===== config.mk =====
export PLATFORM = sky130hd
export DESIGN_NAME = mmrp_top
export DESIGN_NICKNAME = d
export VERILOG_FILES = /design/src/core/mmrp_pkg.sv /design/src/core/mmrp_flash_seq.sv /design/src/core/mmrp_top.sv
export VERILOG_INCLUDE_DIRS = /design/src /design/src/core
export SDC_FILE = /design/constraint.sdc
export NUM_CORES = 2
export LEC_CHECK = 0
export BUFFER_PORTS_ARGS = -buffer_cell sky130_fd_sc_hd__buf_2
export CAP_MARGIN = 20
export CORE_AREA = 2 2 516 518
export CTS_CLUSTER_DIAMETER = 50
export CTS_CLUSTER_SIZE = 24
export DETAILED_ROUTE_END_ITERATION = 10
export DIE_AREA = 0 0 518 520
export PLACE_DENSITY_LB_ADDON = 0.1
export SLEW_MARGIN = 20
export SYNTH_ARGS = -nofsm -noshare
export SYNTH_HDL_FRONTEND = slang
export SYNTH_HIERARCHICAL = 1
export SYNTH_SLANG_ARGS = --single-unit

===== constraint.sdc =====
create_clock -name SYS_CLK -period 81.3 [get_ports SYS_CLK]
set_clock_uncertainty 0.15 [all_clocks]
set_input_delay 16.26 -clock SYS_CLK [delete_from_list [all_inputs] [get_ports SYS_CLK]]
set_output_delay 16.26 -clock SYS_CLK [all_outputs]
set_load 0.03 [all_outputs]

===== src/core/mmrp_cfg.svh =====
`ifndef MMRP_CFG_SVH
`define MMRP_CFG_SVH

// APB register offsets
`define MMRP_OFF_REMAP 12'h000
`define MMRP_OFF_ASR 12'h004
`define MMRP_OFF_AASR 12'h008
`define MMRP_OFF_PPR 12'h00C
`define MMRP_OFF_FMR 12'h010
`define MMRP_OFF_FCR 12'h014
`define MMRP_OFF_FSR 12'h018
`define MMRP_OFF_MPU 12'h040
`define MMRP_MPU_WIN_MASK 12'hFC0

// Address map prefixes
`define MMRP_MB_ALIAS 12'h000
`define MMRP_MB_FLASH 12'h001
`define MMRP_MB_SRAM 12'h002
`define MMRP_PERIPH_NIB 4'hF
`define MMRP_SYS_PAGE 20'hFFFFF
`define MMRP_SYS_SLOT_LSB 9

// Protection area and peripheral protection fields
`define MMRP_PR_EN 0
`define MMRP_PR_WDENY 1
`define MMRP_PR_UDENY 2
`define MMRP_PR_SZ_LSB 4
`define MMRP_PR_SZ_MAX 4'hA
`define MMRP_PR_MASK 32'hFFFF_FCF7
`define MMRP_PR_MIN_MASK 32'hFFFF_FC00

// Abort status fields
`define MMRP_ASR_VALID 0
`define MMRP_ASR_SRC 1
`define MMRP_ASR_TYPE_LSB 2
`define MMRP_ASR_SIZE_LSB 4
`define MMRP_ASR_WRITE 6
`define MMRP_ASR_USER 7

// Flash sequencer fields
`define MMRP_FMR_WS_LSB 0
`define MMRP_FMR_IRQEN 2
`define MMRP_FCR_PAGE_LSB 8
`define MMRP_FSR_READY 0
`define MMRP_FSR_LOCKE 2
`define MMRP_FSR_CMDE 3
`define MMRP_FSR_LOCK_LSB 16

// Reset values
`define MMRP_RST_WORD 32'h0000_0000
`define MMRP_RST_FMR 3'h0
`define MMRP_RST_LOCKS 16'h0000

`endif


===== src/core/mmrp_pkg.sv =====
package mmrp_pkg;
  typedef enum logic [1:0] {
    SZ_BYTE = 2'b00, SZ_HALF = 2'b01, SZ_WORD = 2'b10, SZ_BAD = 2'b11
  } mmrp_size_t;
  typedef enum logic [1:0] {
    AB_NONE = 2'b00, AB_MISALIGN = 2'b01, AB_UNMAPPED = 2'b10,
    AB_PROTECT = 2'b11
  } mmrp_abort_t;
  typedef enum logic [1:0] {
    S_IDLE = 2'b00, S_CHECK = 2'b01, S_WAIT = 2'b10, S_RESP = 2'b11
  } mmrp_state_t;
  typedef enum logic [1:0] {
    F_IDLE = 2'b00, F_FETCH = 2'b01
  } mmrp_fstate_t;
  typedef enum logic [3:0] {
    FC_PROG = 4'h1, FC_SETLOCK = 4'h2, FC_CLRLOCK = 4'h4, FC_ERASE = 4'h8
  } mmrp_fcmd_t;
endpackage : mmrp_pkg


===== src/core/mmrp_flash_seq.sv =====
`timescale 1ns/1ps
`default_nettype none
`include "mmrp_cfg.svh"

module mmrp_flash_seq #(
  parameter int AW = 16,
  parameter int WB_WORDS = 64
) (
  // Clock and reset
  input wire logic clk,
  input wire logic rst_n,
  // Master access, request held until ack
  input wire logic acc_req,
  input wire logic acc_write,
  input wire logic [31:0] acc_addr,
  input wire logic [31:0] acc_wdata,
  output logic acc_ack,
  output logic [31:0] acc_rdata,
  // Configuration strobes
  input wire logic fmr_wr,
  input wire logic fcr_wr,
  input wire logic [31:0] cfg_wdata,
  output logic [31:0] fmr_val,
  output logic [31:0] fsr_val,
  output logic irq,
  // Flash array
  output logic rd_en,
  output logic [AW-1:0] arr_addr,
  input wire logic [31:0] arr_rdata,
  output logic standby,
  output logic prog,
  output logic erase,
  output logic [9:0] page,
  input wire logic [$clog2(WB_WORDS)-1:0] wb_idx,
  output logic [31:0] wb_data
);
  import mmrp_pkg::*;
  localparam int WBW = $clog2(WB_WORDS);

  mmrp_fstate_t st_q;
  logic [1:0] ws_q, cnt_q;
  logic irqen_q, locke_q, cmde_q, fill_q, demand_q;
  logic [15:0] lock_q;
  logic [AW-1:0] tag_q [2];
  logic [31:0] dat_q [2];
  logic [1:0] vld_q;
  logic [31:0] wbuf [WB_WORDS];

  // Request decode; ack blocks the still-held request for one cycle
  wire take = acc_req & ~acc_ack & (st_q == F_IDLE);
  wire [AW-1:0] w = acc_addr[AW+1:2];
  wire hit0 = vld_q[0] & (tag_q[0] == w);
  wire hit1 = vld_q[1] & (tag_q[1] == w);
  wire hit = hit0 | hit1;
  wire [AW-1:0] w_next = w + 1'b1;
  wire nxt_in = (vld_q[~hit1] & (tag_q[~hit1] == w_next));
  wire [AW-1:0] a_next = arr_addr + 1'b1;

  // Command decode
  wire [3:0] cmd = cfg_wdata[3:0];
  wire [9:0] pg = cfg_wdata[`MMRP_FCR_PAGE_LSB+9:`MMRP_FCR_PAGE_LSB];
  wire lockable = (pg[9:8] == 2'b00);
  wire [3:0] region = pg[7:4];
  wire prog_lock = lockable & lock_q[region];
  wire is_prog = (cmd == FC_PROG);
  wire is_erase = (cmd == FC_ERASE);
  wire is_set = (cmd == FC_SETLOCK);
  wire is_clr = (cmd == FC_CLRLOCK);
  wire lock_err = (is_prog & prog_lock) | (is_erase & (|lock_q));
  wire cmd_err = ~(is_prog | is_erase | is_set | is_clr)
               | ((is_set | is_clr) & ~lockable);

  assign fmr_val = {29'h0, irqen_q, ws_q};
  assign fsr_val = {lock_q, 12'h0, cmde_q, locke_q, 1'b0, 1'b1};

  // Read path: wait states, dual prefetch words, write buffer
  always_ff @(posedge clk or negedge rst_n) begin
    if (!rst_n) begin
      st_q <= F_IDLE;
      cnt_q <= 2'h0;
      fill_q <= 1'b0;
      demand_q <= 1'b0;
      vld_q <= 2'b00;
      acc_ack <= 1'b0;
      acc_rdata <= `MMRP_RST_WORD;
      rd_en <= 1'b0;
      arr_addr <= '0;
      standby <= 1'b1;
    end else begin
      acc_ack <= 1'b0;
      standby <= (st_q == F_IDLE) & ~take;
      case (st_q)
        F_IDLE: begin
          if (take && acc_write) begin
            acc_ack <= 1'b1;
          end else if (take && hit) begin
            acc_ack <= 1'b1;
            acc_rdata <= hit1 ? dat_q[1] : dat_q[0];
            if (!nxt_in) begin
              rd_en <= 1'b1;
              arr_addr <= w_next;
              fill_q <= ~hit1;
              cnt_q <= ws_q;
              demand_q <= 1'b0;
              st_q <= F_FETCH;
            end
          end else if (take) begin
            rd_en <= 1'b1;
            arr_addr <= w;
            fill_q <= ~fill_q;
            cnt_q <= ws_q;
            demand_q <= 1'b1;
            st_q <= F_FETCH;
          end
        end
        F_FETCH: begin
          if (cnt_q != 2'h0) begin
            cnt_q <= cnt_q - 2'h1;
          end else begin
            vld_q[fill_q] <= 1'b1;
            if (demand_q) begin
              // Anticipate the next sequential word into the other slot
              acc_ack <= 1'b1;
              acc_rdata <= arr_rdata;
              arr_addr <= a_next;
              fill_q <= ~fill_q;
              cnt_q <= ws_q;
              demand_q <= 1'b0;
            end else begin
              rd_en <= 1'b0;
              st_q <= F_IDLE;
            end
          end
        end
        default: st_q <= F_IDLE;
      endcase
    end
  end

  // Prefetch word storage and write buffer, no reset needed
  always_ff @(posedge clk) begin
    if (st_q == F_FETCH && cnt_q == 2'h0) begin
      tag_q[fill_q] <= arr_addr;
      dat_q[fill_q] <= arr_rdata;
    end
    if (take && acc_write) begin
      wbuf[acc_addr[WBW+1:2]] <= acc_wdata;
    end
    wb_data <= wbuf[wb_idx];
  end

  // Mode, lock bits, command outcome and error interrupt
  always_ff @(posedge clk or negedge rst_n) begin
    if (!rst_n) begin
      {irqen_q, ws_q} <= `MMRP_RST_FMR;
      lock_q <= `MMRP_RST_LOCKS;
      locke_q <= 1'b0;
      cmde_q <= 1'b0;
      prog <= 1'b0;
      erase <= 1'b0;
      page <= 10'h000;
      irq <= 1'b0;
    end else begin
      prog <= fcr_wr & is_prog & ~prog_lock;
      erase <= fcr_wr & is_erase & ~(|lock_q);
      irq <= irqen_q & (locke_q | cmde_q);
      if (fmr_wr) begin
        ws_q <= cfg_wdata[`MMRP_FMR_WS_LSB+1:`MMRP_FMR_WS_LSB];
        irqen_q <= cfg_wdata[`MMRP_FMR_IRQEN];
      end
      if (fcr_wr) begin
        page <= pg;
        locke_q <= lock_err;
        cmde_q <= cmd_err;
        if (is_set && lockable) lock_q[region] <= 1'b1;
        if (is_clr && lockable) lock_q[region] <= 1'b0;
      end
    end
  end
endmodule : mmrp_flash_seq
`default_nettype wire


===== src/core/mmrp_top.sv =====
// Function
// SRAM only at its base before remap
// After remap SRAM also appears at zero
// Flash at its base, aliased at zero pre-remap
// Selects for three 1MB areas, one 256MB
// System peripherals in top 4KB, 512B slots
// Misaligned data access aborts the master
// Abort source, type, attributes captured
// Sixteen protection areas, 1KB to 1MB each
// Per area write and/or user denial
// Peripheral space write and/or user denial
// Arbiter grants processor or DMA master
// Zero to three flash read wait states
// Two prefetch words speed sequential fetches
// 256-byte page write buffer, word interface
// Flash idle puts array in standby
// Sixteen lock bits over lowest 64KB
// Lock bits change only by commands
// Locked region refuses erase and program
// Forbidden flash command raises interrupt
// Unmapped access aborts and is recorded
`timescale 1ns/1ps
`default_nettype none
`include "mmrp_cfg.svh"

module mmrp_top #(
  parameter int NUM_AREAS = 16,
  parameter int FL_AW = 16,
  parameter int WB_WORDS = 64
) (
  // Clock and reset
  input wire logic SYS_CLK,
  input wire logic ARST_N,
  // APB register port
  input wire logic PSEL,
  input wire logic PENABLE,
  input wire logic PWRITE,
  input wire logic [11:0] PADDR,
  input wire logic [31:0] PWDATA,
  output logic [31:0] PRDATA,
  output logic PREADY,
  output logic PSLVERR,
  // Processor core master
  input wire logic CPU_REQ,
  input wire logic [31:0] CPU_ADDR,
  input wire logic CPU_WRITE,
  input wire mmrp_pkg::mmrp_size_t CPU_SIZE,
  input wire logic CPU_USER,
  input wire logic [31:0] CPU_WDATA,
  output logic CPU_DONE,
  output logic CPU_ABORT,
  output logic [31:0] CPU_RDATA,
  // Peripheral DMA master, always privileged
  input wire logic DMA_REQ,
  input wire logic [31:0] DMA_ADDR,
  input wire logic DMA_WRITE,
  input wire mmrp_pkg::mmrp_size_t DMA_SIZE,
  input wire logic [31:0] DMA_WDATA,
  output logic DMA_DONE,
  output logic DMA_ABORT,
  output logic [31:0] DMA_RDATA,
  // Downstream SRAM and peripheral path
  output logic BUS_VALID,
  output logic [31:0] BUS_ADDR,
  output logic BUS_WRITE,
  output var mmrp_pkg::mmrp_size_t BUS_SIZE,
  output logic [31:0] BUS_WDATA,
  output logic BUS_SEL_SRAM,
  output logic BUS_SEL_PERIPH,
  output logic BUS_SEL_SYS,
  output logic [2:0] BUS_SYS_SLOT,
  input wire logic BUS_READY,
  input wire logic [31:0] BUS_RDATA,
  // Flash array
  output logic FL_RD_EN,
  output logic [FL_AW-1:0] FL_ADDR,
  input wire logic [31:0] FL_RDATA,
  output logic FL_STANDBY,
  output logic FL_PROG,
  output logic FL_ERASE,
  output logic [9:0] FL_PAGE,
  input wire logic [$clog2(WB_WORDS)-1:0] FL_WB_IDX,
  output logic [31:0] FL_WB_DATA,
  output logic FLASH_IRQ
);
  import mmrp_pkg::*;

  // Misalignment against access size; reserved size always aborts
  function automatic logic misaligned(input mmrp_size_t sz,
                                      input logic [1:0] a);
    misaligned = (sz == SZ_BAD) || (sz == SZ_HALF && a[0])
               || (sz == SZ_WORD && a != 2'b00);
  endfunction : misaligned

  // Protection area match, size code 0 is 1KB up to 10 for 1MB
  function automatic logic area_hit(input logic [31:0] cfg,
                                    input logic [31:0] a);
    logic [3:0] code;
    logic [31:0] mask;
    code = cfg[`MMRP_PR_SZ_LSB+3:`MMRP_PR_SZ_LSB];
    if (code > `MMRP_PR_SZ_MAX) code = `MMRP_PR_SZ_MAX;
    mask = `MMRP_PR_MIN_MASK << code;
    area_hit = cfg[`MMRP_PR_EN] && ((a & mask) == (cfg & mask));
  endfunction : area_hit

  // Reset release through two flops
  logic [1:0] rst_sync_q;
  always_ff @(posedge SYS_CLK or negedge ARST_N) begin
    if (!ARST_N) rst_sync_q <= 2'b00;
    else rst_sync_q <= {rst_sync_q[0], 1'b1};
  end
  wire rst_n = rst_sync_q[1];

  mmrp_state_t st_q;
  logic src_q, wr_q, user_q, remap_q, fl_req_q, fl_path_q;
  logic [31:0] addr_q, wdata_q, aasr_q;
  mmrp_size_t size_q;
  logic [7:0] asr_q;
  logic [2:0] ppr_q;
  logic [31:0] mpu_q [NUM_AREAS];
  logic fl_ack;
  logic [31:0] fl_rdata, fmr_val, fsr_val;

  // APB decode; zero-wait slave, so the access phase always completes
  wire apb_setup = PSEL & ~PENABLE;
  wire apb_wr = PSEL & PENABLE & PWRITE & PREADY;
  wire hit_remap = (PADDR == `MMRP_OFF_REMAP);
  wire hit_asr = (PADDR == `MMRP_OFF_ASR);
  wire hit_aasr = (PADDR == `MMRP_OFF_AASR);
  wire hit_ppr = (PADDR == `MMRP_OFF_PPR);
  wire hit_fmr = (PADDR == `MMRP_OFF_FMR);
  wire hit_fcr = (PADDR == `MMRP_OFF_FCR);
  wire hit_fsr = (PADDR == `MMRP_OFF_FSR);
  wire hit_mpu = ((PADDR & `MMRP_MPU_WIN_MASK) == `MMRP_OFF_MPU)
               && (PADDR[1:0] == 2'b00);
  wire [3:0] mpu_idx = PADDR[5:2];
  wire apb_hit = hit_remap | hit_asr | hit_aasr | hit_ppr | hit_fmr
               | hit_fcr | hit_fsr | hit_mpu;
  wire [31:0] rd_mux =
      hit_remap ? {31'h0, remap_q} :
      hit_asr ? {24'h0, asr_q} :
      hit_aasr ? aasr_q :
      hit_ppr ? {29'h0, ppr_q} :
      hit_fmr ? fmr_val :
      hit_fsr ? fsr_val :
      hit_mpu ? mpu_q[mpu_idx] : `MMRP_RST_WORD;

  // Address decode of the granted request
  wire [11:0] mb = addr_q[31:20];
  wire in_alias = (mb == `MMRP_MB_ALIAS);
  wire sel_sram = (mb == `MMRP_MB_SRAM) | (in_alias & remap_q);
  wire sel_flash = (mb == `MMRP_MB_FLASH) | (in_alias & ~remap_q);
  wire sel_periph = (addr_q[31:28] == `MMRP_PERIPH_NIB);
  wire sel_sys = (addr_q[31:12] == `MMRP_SYS_PAGE);
  wire [2:0] sys_slot = addr_q[`MMRP_SYS_SLOT_LSB+2:`MMRP_SYS_SLOT_LSB];
  wire unmapped = ~(sel_sram | sel_flash | sel_periph);
  wire mis = misaligned(size_q, addr_q[1:0]);
  wire [31:0] phys = in_alias
      ? {(remap_q ? `MMRP_MB_SRAM : `MMRP_MB_FLASH), addr_q[19:0]}
      : addr_q;

  // Protection area scan; any enabled matching area may deny
  logic mpu_deny;
  always_comb begin
    mpu_deny = 1'b0;
    for (int i = 0; i < NUM_AREAS; i++) begin
      if (area_hit(mpu_q[i], addr_q)) begin
        mpu_deny = mpu_deny | (mpu_q[i][`MMRP_PR_WDENY] & wr_q)
                 | (mpu_q[i][`MMRP_PR_UDENY] & user_q);
      end
    end
  end
  wire per_deny = sel_periph & ((ppr_q[`MMRP_PR_WDENY] & wr_q)
                | (ppr_q[`MMRP_PR_UDENY] & user_q));
  wire abort = mis | unmapped | mpu_deny | per_deny;
  wire [1:0] ab_type = mis ? AB_MISALIGN
                     : unmapped ? AB_UNMAPPED : AB_PROTECT;
  wire ab_now = (st_q == S_CHECK) & abort;
  wire asr_clr = apb_wr & hit_asr;

  // Completion of a granted access on either path
  wire fin_bus = (st_q == S_WAIT) & ~fl_path_q & BUS_READY;
  wire fin_fl = (st_q == S_WAIT) & fl_path_q & fl_ack;
  wire finish = ab_now | fin_bus | fin_fl;
  wire [31:0] resp_data = fin_fl ? fl_rdata
                        : fin_bus ? BUS_RDATA : `MMRP_RST_WORD;

  // APB registers, answer prepared in the setup phase
  always_ff @(posedge SYS_CLK or negedge rst_n) begin
    if (!rst_n) begin
      PRDATA <= `MMRP_RST_WORD;
      PREADY <= 1'b0;
      PSLVERR <= 1'b0;
      remap_q <= 1'b0;
      ppr_q <= 3'h0;
      for (int i = 0; i < NUM_AREAS; i++) mpu_q[i] <= `MMRP_RST_WORD;
    end else begin
      PREADY <= 1'b1;
      if (apb_setup) begin
        PRDATA <= PWRITE ? `MMRP_RST_WORD : rd_mux;
        PSLVERR <= ~apb_hit;
      end
      if (apb_wr && hit_remap && PWDATA[0]) remap_q <= ~remap_q;
      if (apb_wr && hit_ppr) ppr_q <= PWDATA[2:0] & 3'h7;
      if (apb_wr && hit_mpu) mpu_q[mpu_idx] <= PWDATA & `MMRP_PR_MASK;
    end
  end

  // Abort capture; a new abort wins over a clear in the same cycle
  always_ff @(posedge SYS_CLK or negedge rst_n) begin
    if (!rst_n) begin
      asr_q <= 8'h00;
      aasr_q <= `MMRP_RST_WORD;
    end else if (ab_now) begin
      asr_q <= {user_q, wr_q, size_q, ab_type, src_q, 1'b1};
      aasr_q <= addr_q;
    end else if (asr_clr) begin
      asr_q[`MMRP_ASR_VALID] <= 1'b0;
    end
  end

  // Arbiter and access sequencer
  always_ff @(posedge SYS_CLK or negedge rst_n) begin
    if (!rst_n) begin
      st_q <= S_IDLE;
      src_q <= 1'b0;
      addr_q <= `MMRP_RST_WORD;
      wr_q <= 1'b0;
      user_q <= 1'b0;
      size_q <= SZ_BYTE;
      wdata_q <= `MMRP_RST_WORD;
      fl_path_q <= 1'b0;
    end else begin
      case (st_q)
        S_IDLE: begin
          // DMA first: its transfers are short and latency bound
          if (DMA_REQ || CPU_REQ) begin
            src_q <= DMA_REQ;
            addr_q <= DMA_REQ ? DMA_ADDR : CPU_ADDR;
            wr_q <= DMA_REQ ? DMA_WRITE : CPU_WRITE;
            size_q <= DMA_REQ ? DMA_SIZE : CPU_SIZE;
            user_q <= DMA_REQ ? 1'b0 : CPU_USER;
            wdata_q <= DMA_REQ ? DMA_WDATA : CPU_WDATA;
            st_q <= S_CHECK;
          end
        end
        S_CHECK: begin
          fl_path_q <= sel_flash;
          st_q <= abort ? S_RESP : S_WAIT;
        end
        S_WAIT: if (finish) st_q <= S_RESP;
        S_RESP: st_q <= S_IDLE;
        default: st_q <= S_IDLE;
      endcase
    end
  end

  // Downstream request, held until the slave answers
  always_ff @(posedge SYS_CLK or negedge rst_n) begin
    if (!rst_n) begin
      BUS_VALID <= 1'b0;
      BUS_ADDR <= `MMRP_RST_WORD;
      BUS_WRITE <= 1'b0;
      BUS_SIZE <= SZ_BYTE;
      BUS_WDATA <= `MMRP_RST_WORD;
      BUS_SEL_SRAM <= 1'b0;
      BUS_SEL_PERIPH <= 1'b0;
      BUS_SEL_SYS <= 1'b0;
      BUS_SYS_SLOT <= 3'h0;
      fl_req_q <= 1'b0;
    end else if (st_q == S_CHECK && !abort) begin
      BUS_VALID <= ~sel_flash;
      BUS_ADDR <= phys;
      BUS_WRITE <= wr_q;
      BUS_SIZE <= size_q;
      BUS_WDATA <= wdata_q;
      BUS_SEL_SRAM <= sel_sram;
      BUS_SEL_PERIPH <= sel_periph;
      BUS_SEL_SYS <= sel_sys;
      BUS_SYS_SLOT <= sys_slot;
      fl_req_q <= sel_flash;
    end else if (finish) begin
      BUS_VALID <= 1'b0;
      BUS_SEL_SRAM <= 1'b0;
      BUS_SEL_PERIPH <= 1'b0;
      BUS_SEL_SYS <= 1'b0;
      fl_req_q <= 1'b0;
    end
  end

  // Answer to the granted master, one-cycle done pulse
  always_ff @(posedge SYS_CLK or negedge rst_n) begin
    if (!rst_n) begin
      CPU_DONE <= 1'b0;
      CPU_ABORT <= 1'b0;
      CPU_RDATA <= `MMRP_RST_WORD;
      DMA_DONE <= 1'b0;
      DMA_ABORT <= 1'b0;
      DMA_RDATA <= `MMRP_RST_WORD;
    end else begin
      CPU_DONE <= finish & ~src_q;
      DMA_DONE <= finish & src_q;
      if (finish && !src_q) begin
        CPU_ABORT <= ab_now;
        CPU_RDATA <= resp_data;
      end
      if (finish && src_q) begin
        DMA_ABORT <= ab_now;
        DMA_RDATA <= resp_data;
      end
    end
  end

  // Flash sequencer with prefetch, lock bits and write buffer
  mmrp_flash_seq #(
    .AW(FL_AW),
    .WB_WORDS(WB_WORDS)
  ) u_embedded_flash_sequencer (
    .clk(SYS_CLK),
    .rst_n(rst_n),
    .acc_req(fl_req_q),
    .acc_write(wr_q),
    .acc_addr(addr_q),
    .acc_wdata(wdata_q),
    .acc_ack(fl_ack),
    .acc_rdata(fl_rdata),
    .fmr_wr(apb_wr & hit_fmr),
    .fcr_wr(apb_wr & hit_fcr),
    .cfg_wdata(PWDATA),
    .fmr_val(fmr_val),
    .fsr_val(fsr_val),
    .irq(FLASH_IRQ),
    .rd_en(FL_RD_EN),
    .arr_addr(FL_ADDR),
    .arr_rdata(FL_RDATA),
    .standby(FL_STANDBY),
    .prog(FL_PROG),
    .erase(FL_ERASE),
    .page(FL_PAGE),
    .wb_idx(FL_WB_IDX),
    .wb_data(FL_WB_DATA)
  );
endmodule : mmrp_top
`default_nettype wire


**Word-level counts from Yosys, hierarchy flattened**

Memories as Yosys holds them, arrays and structs flattened. A register that Yosys moved wholly into a read port is not among the register bits.
Index checks and enable logic that the tools add are counted.

- Add/sub/neg operators: 3
- $lt $le $gt $ge: 23
- Equality and inequality tests: 51
- Shift-type cells: 16
- Mux-type cells: 135
- Bitwise logic cells: 175
- Reductions and logical operators: 61

Operator list:

| kind | count |
|---|---|
| $and A32 B32 Y32 | 32 |
| $mux W32 | 21 |
| $bwmux W512 | 1 |
| $eq A32 B32 Y1 | 16 |
| $shl A32 B4 Y32 const A | 16 |
| $mux W16 | 9 |
| $bmux W32 S4 | 1 |
| $demux W32 S4 | 1 |
| $and A1 B1 Y1 | 66 |
| $gt A4 B4 Y1 const B | 16 |
| $mux W4 | 16 |
| $pmux W32 S2 | 1 |
| $mux W1 | 57 |
| $or A1 B1 Y1 | 56 |
| $eq A16 B16 Y1 | 3 |
| $eq A12 B5 Y1 const B | 3 |
| $logic_and A1 B1 Y1 | 34 |
| $mux W2 | 17 |
| $add A16 B1 Y16 const B | 2 |
| $pmux W16 S2 | 1 |
| $eq A12 B4 Y1 const B | 2 |
| $logic_not A12 Y1 | 2 |
| $eq A20 B20 Y1 const B | 1 |
| $reduce_and A5 Y1 | 4 |
| other kinds (41) | 86 |

- Register bits after elaboration: 900
- Bits in writable memories: 2144
- Input bits: 257
- Output and inout port bits: 239
- Word-level logic and storage cells: 535
- Memories kept: 3

Memories:

| name | words | width | rd ports | clocked after Yosys merged registers in | write ports | line | RTL |
|---|---|---|---|---|---|---|---|
| u_embedded_flash_sequencer.wbuf | 64 | 32 | 1 | 1 | 1 | mmrp_flash_seq.sv:47 | `logic [31:0] wbuf [WB_WORDS];` |
| u_embedded_flash_sequencer.dat_q | 2 | 32 | 2 | 0 | 1 | mmrp_flash_seq.sv:45 | `logic [31:0] dat_q [2];` |
| u_embedded_flash_sequencer.tag_q | 2 | 16 | 3 | 0 | 1 | mmrp_flash_seq.sv:44 | `logic [AW-1:0] tag_q [2];` |

**Longest topological paths before layout**

- Word-level depth: 59
- Mapped depth: 15
- Depth with buffers taken out: 11

**Cells and area by module**

Netlist, hierarchy kept.

By module, submodules not included:

| module | instances | cells each | area an instance (µm²) | seq. area each (µm²) |
|---|---|---|---|---|
| mmrp_flash_seq | 1 | 3847 | 87458.9 | 67300.8 |
| mmrp_top | 1 | 3052 | 38607.0 | 18918.1 |

**Worst setup path before layout**

Ideal clock, no wire load.

- Path type: input port to flip-flop
- From: in FL_WB_IDX[0]
- To: reg u_embedded_flash_sequencer.wb_data[22] (read register of u_embedded_flash_sequencer.wbuf)
- Data arrival time: 19.042 ns
- Data required time: 81.019 ns
- Setup slack: 61.977 ns
- Stages: 8
- Buffers on the path: 4
- Cell sequence: clkbuf_1 clkbuf_1 buf_1 buf_1 mux4_2 mux4_2 mux2i_1 o21ai_0

RTL lines:

| item | line | RTL |
|---|---|---|
| from (decl) | mmrp_top.sv:82 | `input wire logic [$clog2(WB_WORDS)-1:0] FL_WB_IDX,` |
| to (decl) | mmrp_flash_seq.sv:35 | `output logic [31:0] wb_data` |

==> summary.md <==
## Outcome
* **run status** finished, final reports clean

## Detailed routing
* **drt drc** 0
* **Final ANT Viol Nets** 0
* **DR iter-0 viols** 8575
* **DR pass1 iterations** 6
* **routed vias** 70350
* **total wirelength of the detailed-routed design** 392700 µm
* **vias per std cell** 6.240
* **Wirelength per Cell** 34.83 µm

## Global routing
* **via count of the first global-routing pass** 70640
* **first-pass GRT wire length** 549300 µm
* **total congestion overflow** 0
* **largest net degree at the start of global routing** 159
* **total track usage** 0.2888
* **initial antenna violation count** 43

## Critical path
* **cell breakdown of the critical path** buf_8, buf_12, buf_4, buf_6, buf_6, mux4_2, mux4_2, mux2_2, nand2_1, o21ai_0
* **Critical Path Max Stage Delay** 870 ps
* **CP max stage cell** sky130_fd_sc_hd__buf_4
* **data arrival at the endpoint of the critical path** 21610 ps
* **delay-heaviest family, CP** buffers and inverters
* **cell count along the critical path** 10
* **Register-to-Register Path Depth** 10
* **kind of critical path** input port to flip-flop
* **number of buffers and inverters on the critical path** 5
* **setup slack, reg-to-reg** 75130 ps
* **category of the worst setup path launch point** input port
* **critical path fanouts, max** 103
* **Critical Path RT** 81950 ps
* **crit path capture type** flip-flop

## Die
* **DIE AREA** 0.2694 mm²
* **chip height** 520 µm
* **number of cell rows** 189
* **number of placed I/O pins** 496
* **overall die width** 518 µm
* **starting utilization of the core area** 0.4777
* **placeable core region** 0.2639 mm²

## Yosys
* **sequential element share of the synthesized area** 0.6839
* **Mapped Avg Cell Area** 18.27 µm²
* **number of distinct library cells after synthesis** 82
* **count of flip-flops with a built-in enable after synthesis** 2144
* **fraction of registers with async set/reset** 0.2802
* **Post-synth top flop** sky130_fd_sc_hd__edfxtp_1
* **number of cells produced by synthesis** 6899
* **Syn. warnings** 6
* **netlist area before placement** 0.1261 mm²
* **flops & latches, synth** 3023

## Cells and area
* **post-route insts no fill** 11270
* **Final Util** 0.5483
* **most frequent cells in the layout** sky130_fd_sc_hd__edfxtp_1, sky130_fd_sc_hd__mux4_2, sky130_fd_sc_hd__dfrtp_1
* **area of the multi-input gates** 0.03836 mm²
* **sequential cell area** 0.08631 mm²
* **fraction of layout cells with a size suffix above 1** 0.3579
* **most frequent standard cell in the layout excluding fill and tap cells** sky130_fd_sc_hd__edfxtp_1
* **number of nets in the finished design** 7737
* **count of fill cells added during filler insertion** 20800
* **area added between synthesis and finish** 14.78%

## Timing
* **unrepaired setup endpoints after global routing** false
* **Setup TNS Final** 0 ps
* **Pins Over Slew Limit** 0
* **slew at the pin closest to its max-slew limit** 1130 ps
* **worst hold slack after final layout** 200.1 ps
* **worst slew margin relative to its limit** 0.2274
* **Tcrit/Tclk final** 0.2577
* **number of hold-slack violations in the final timing report** 0
* **maximum frequency from static timing analysis** 47.73 MHz
* **setup violators final** 0
* **minimum period implied by the final worst setup slack** 20950 ps

## Power and ir drop
* **power per cell area** 28.72 mW/mm²
* **Leak** 53.87 nW
* **largest voltage drop on the vdd net** 0.02367 mV
* **overall power consumption** 4.156 mW

## Clock tree
* **post-CTS clock slew at the launch and capture registers of the worst setup and hold paths** 70 ps
* **number of buffers between clock root and the deepest sink** 4
* **number of cells upsized or downsized after cts** 0
* **number of hold buffers added after CTS** 0
* **CTS Buf Count** 327
* **root buf cell** sky130_fd_sc_hd__clkbuf_16
* **clock sink count** 3023
* **TritonCTS clock tree** done
* **level count of the clock H-tree** 5
* **Setup Buffers After CTS** 0
* **clock latency of the later-clocked register in the worst-skew pair** 960 ps

## Placement
* **gpl congestion** 0.8872
* **count of buffers inserted at the top-level ports** 495
* **placed cell count** 10680
* **HPWL after DPL** 227500 µm

## Min path
* **type of the most critical hold path** flip-flop to flip-flop
* **number of cells on the worst hold path** 0

## Flow run
* **maxcap violations** 0

-- state kept, by name (all words and copies together), names as in the netlist, 32 cells and up --
name and flops:
wdata_q 32, u_embedded_flash_sequencer/dat_q 64, u_embedded_flash_sequencer/tag_q 32, u_embedded_flash_sequencer/acc_rdata 32, BUS_ADDR 32, BUS_WDATA 32
mpu_q 464, aasr_q 32, DMA_RDATA 32, addr_q 32, u_embedded_flash_sequencer/wbuf 2048, u_embedded_flash_sequencer/wb_data 32
PRDATA 32, CPU_RDATA 32
-- cells in the mapped netlist (all sizes together), types with 26 or more instances --
library cell  number  share of area
mux2             608          0.054
a22o              39         0.0027
dfrtp            846           0.17
o21ai            239         0.0095
clkbuf           270         0.0080
a22oi             46         0.0027
nor3              28         0.0011
mux2i            125         0.0099
edfxtp          2144           0.51
a222oi            26         0.0021
nand4             61         0.0031
nand2            338          0.010
inv               36         0.0011
dfxtp             32         0.0051
nor2             173         0.0052
buf              222         0.0091
xor2             181          0.013
a21oi            135         0.0054
nand3             30         0.0012
xnor2            237          0.016
mux4             814           0.15
nor4              48         0.0026
-- metrics by stage --
step / setup slack, ps / instance area (µm²)
final: 60350 / 144700
after global routing: 59830 / 144700
after CTS: 59560 / 144600
after detailed placement: 58540 / 133300
after global placement: 58540 / 133300
after floorplan: 55790 / 126200
-- routing by layer --
layer / vias to the layer above / share of wire / GRT usage
met2: 3092 / 0.49 / 0.4698
met1: 38090 / 0.40 / 0.3953
met3: 659 / 0.072 / 0.04678
met5: - / 0.00025 / 0
li1: 28490 / - / -
met4: 16 / 0.042 / 0.1074
-- final timing paths --
path / start / end
min reg2reg: rst_sync_q[0] / rst_sync_q[1]
max reg2reg: wr_q / BUS_WDATA[11]
min in group asynchronous: rst_sync_q[1] / mpu_q[185]
max: FL_WB_IDX[0] / u_embedded_flash_sequencer/wb_data[2]
min: rst_sync_q[0] / rst_sync_q[1]
max in group asynchronous: ARST_N / rst_sync_q[1]
-- where the power goes --
group	internal (mW)	leakage (nW)	switching [mW]	total, mW
Combinational	0.190	17.2	0.423	0.613
Sequential	1.86	31.1	0.133	1.99
Clock	0.874	5.49	0.679	1.55
-- final cells by class --
| cell class | count | area share |
|---|---|---|
| multi-input cells | 3390 | 0.2651 |
| flip-flops and latches | 3023 | 0.5965 |
| clock inverters | 225 | 0.01960 |
| repair buffers | 697 | 0.02873 |
| well taps | 3533 | 0.03055 |
| diodes | 13 | 0.0002248 |
| clock buffers | 357 | 0.05840 |
| inverters | 36 | 0.0009338 |
-- cells by family after synthesis --
group,share of synthesized area
compound gates,0.03092
fa+ha+maj,0.0004962
other cells,0.00008932
flops,0.6839
buf+inv,0.01822
simple gates,0.02766
mux,0.2097
xor+xnor,0.02904
(Power assumes the default switching activity.)
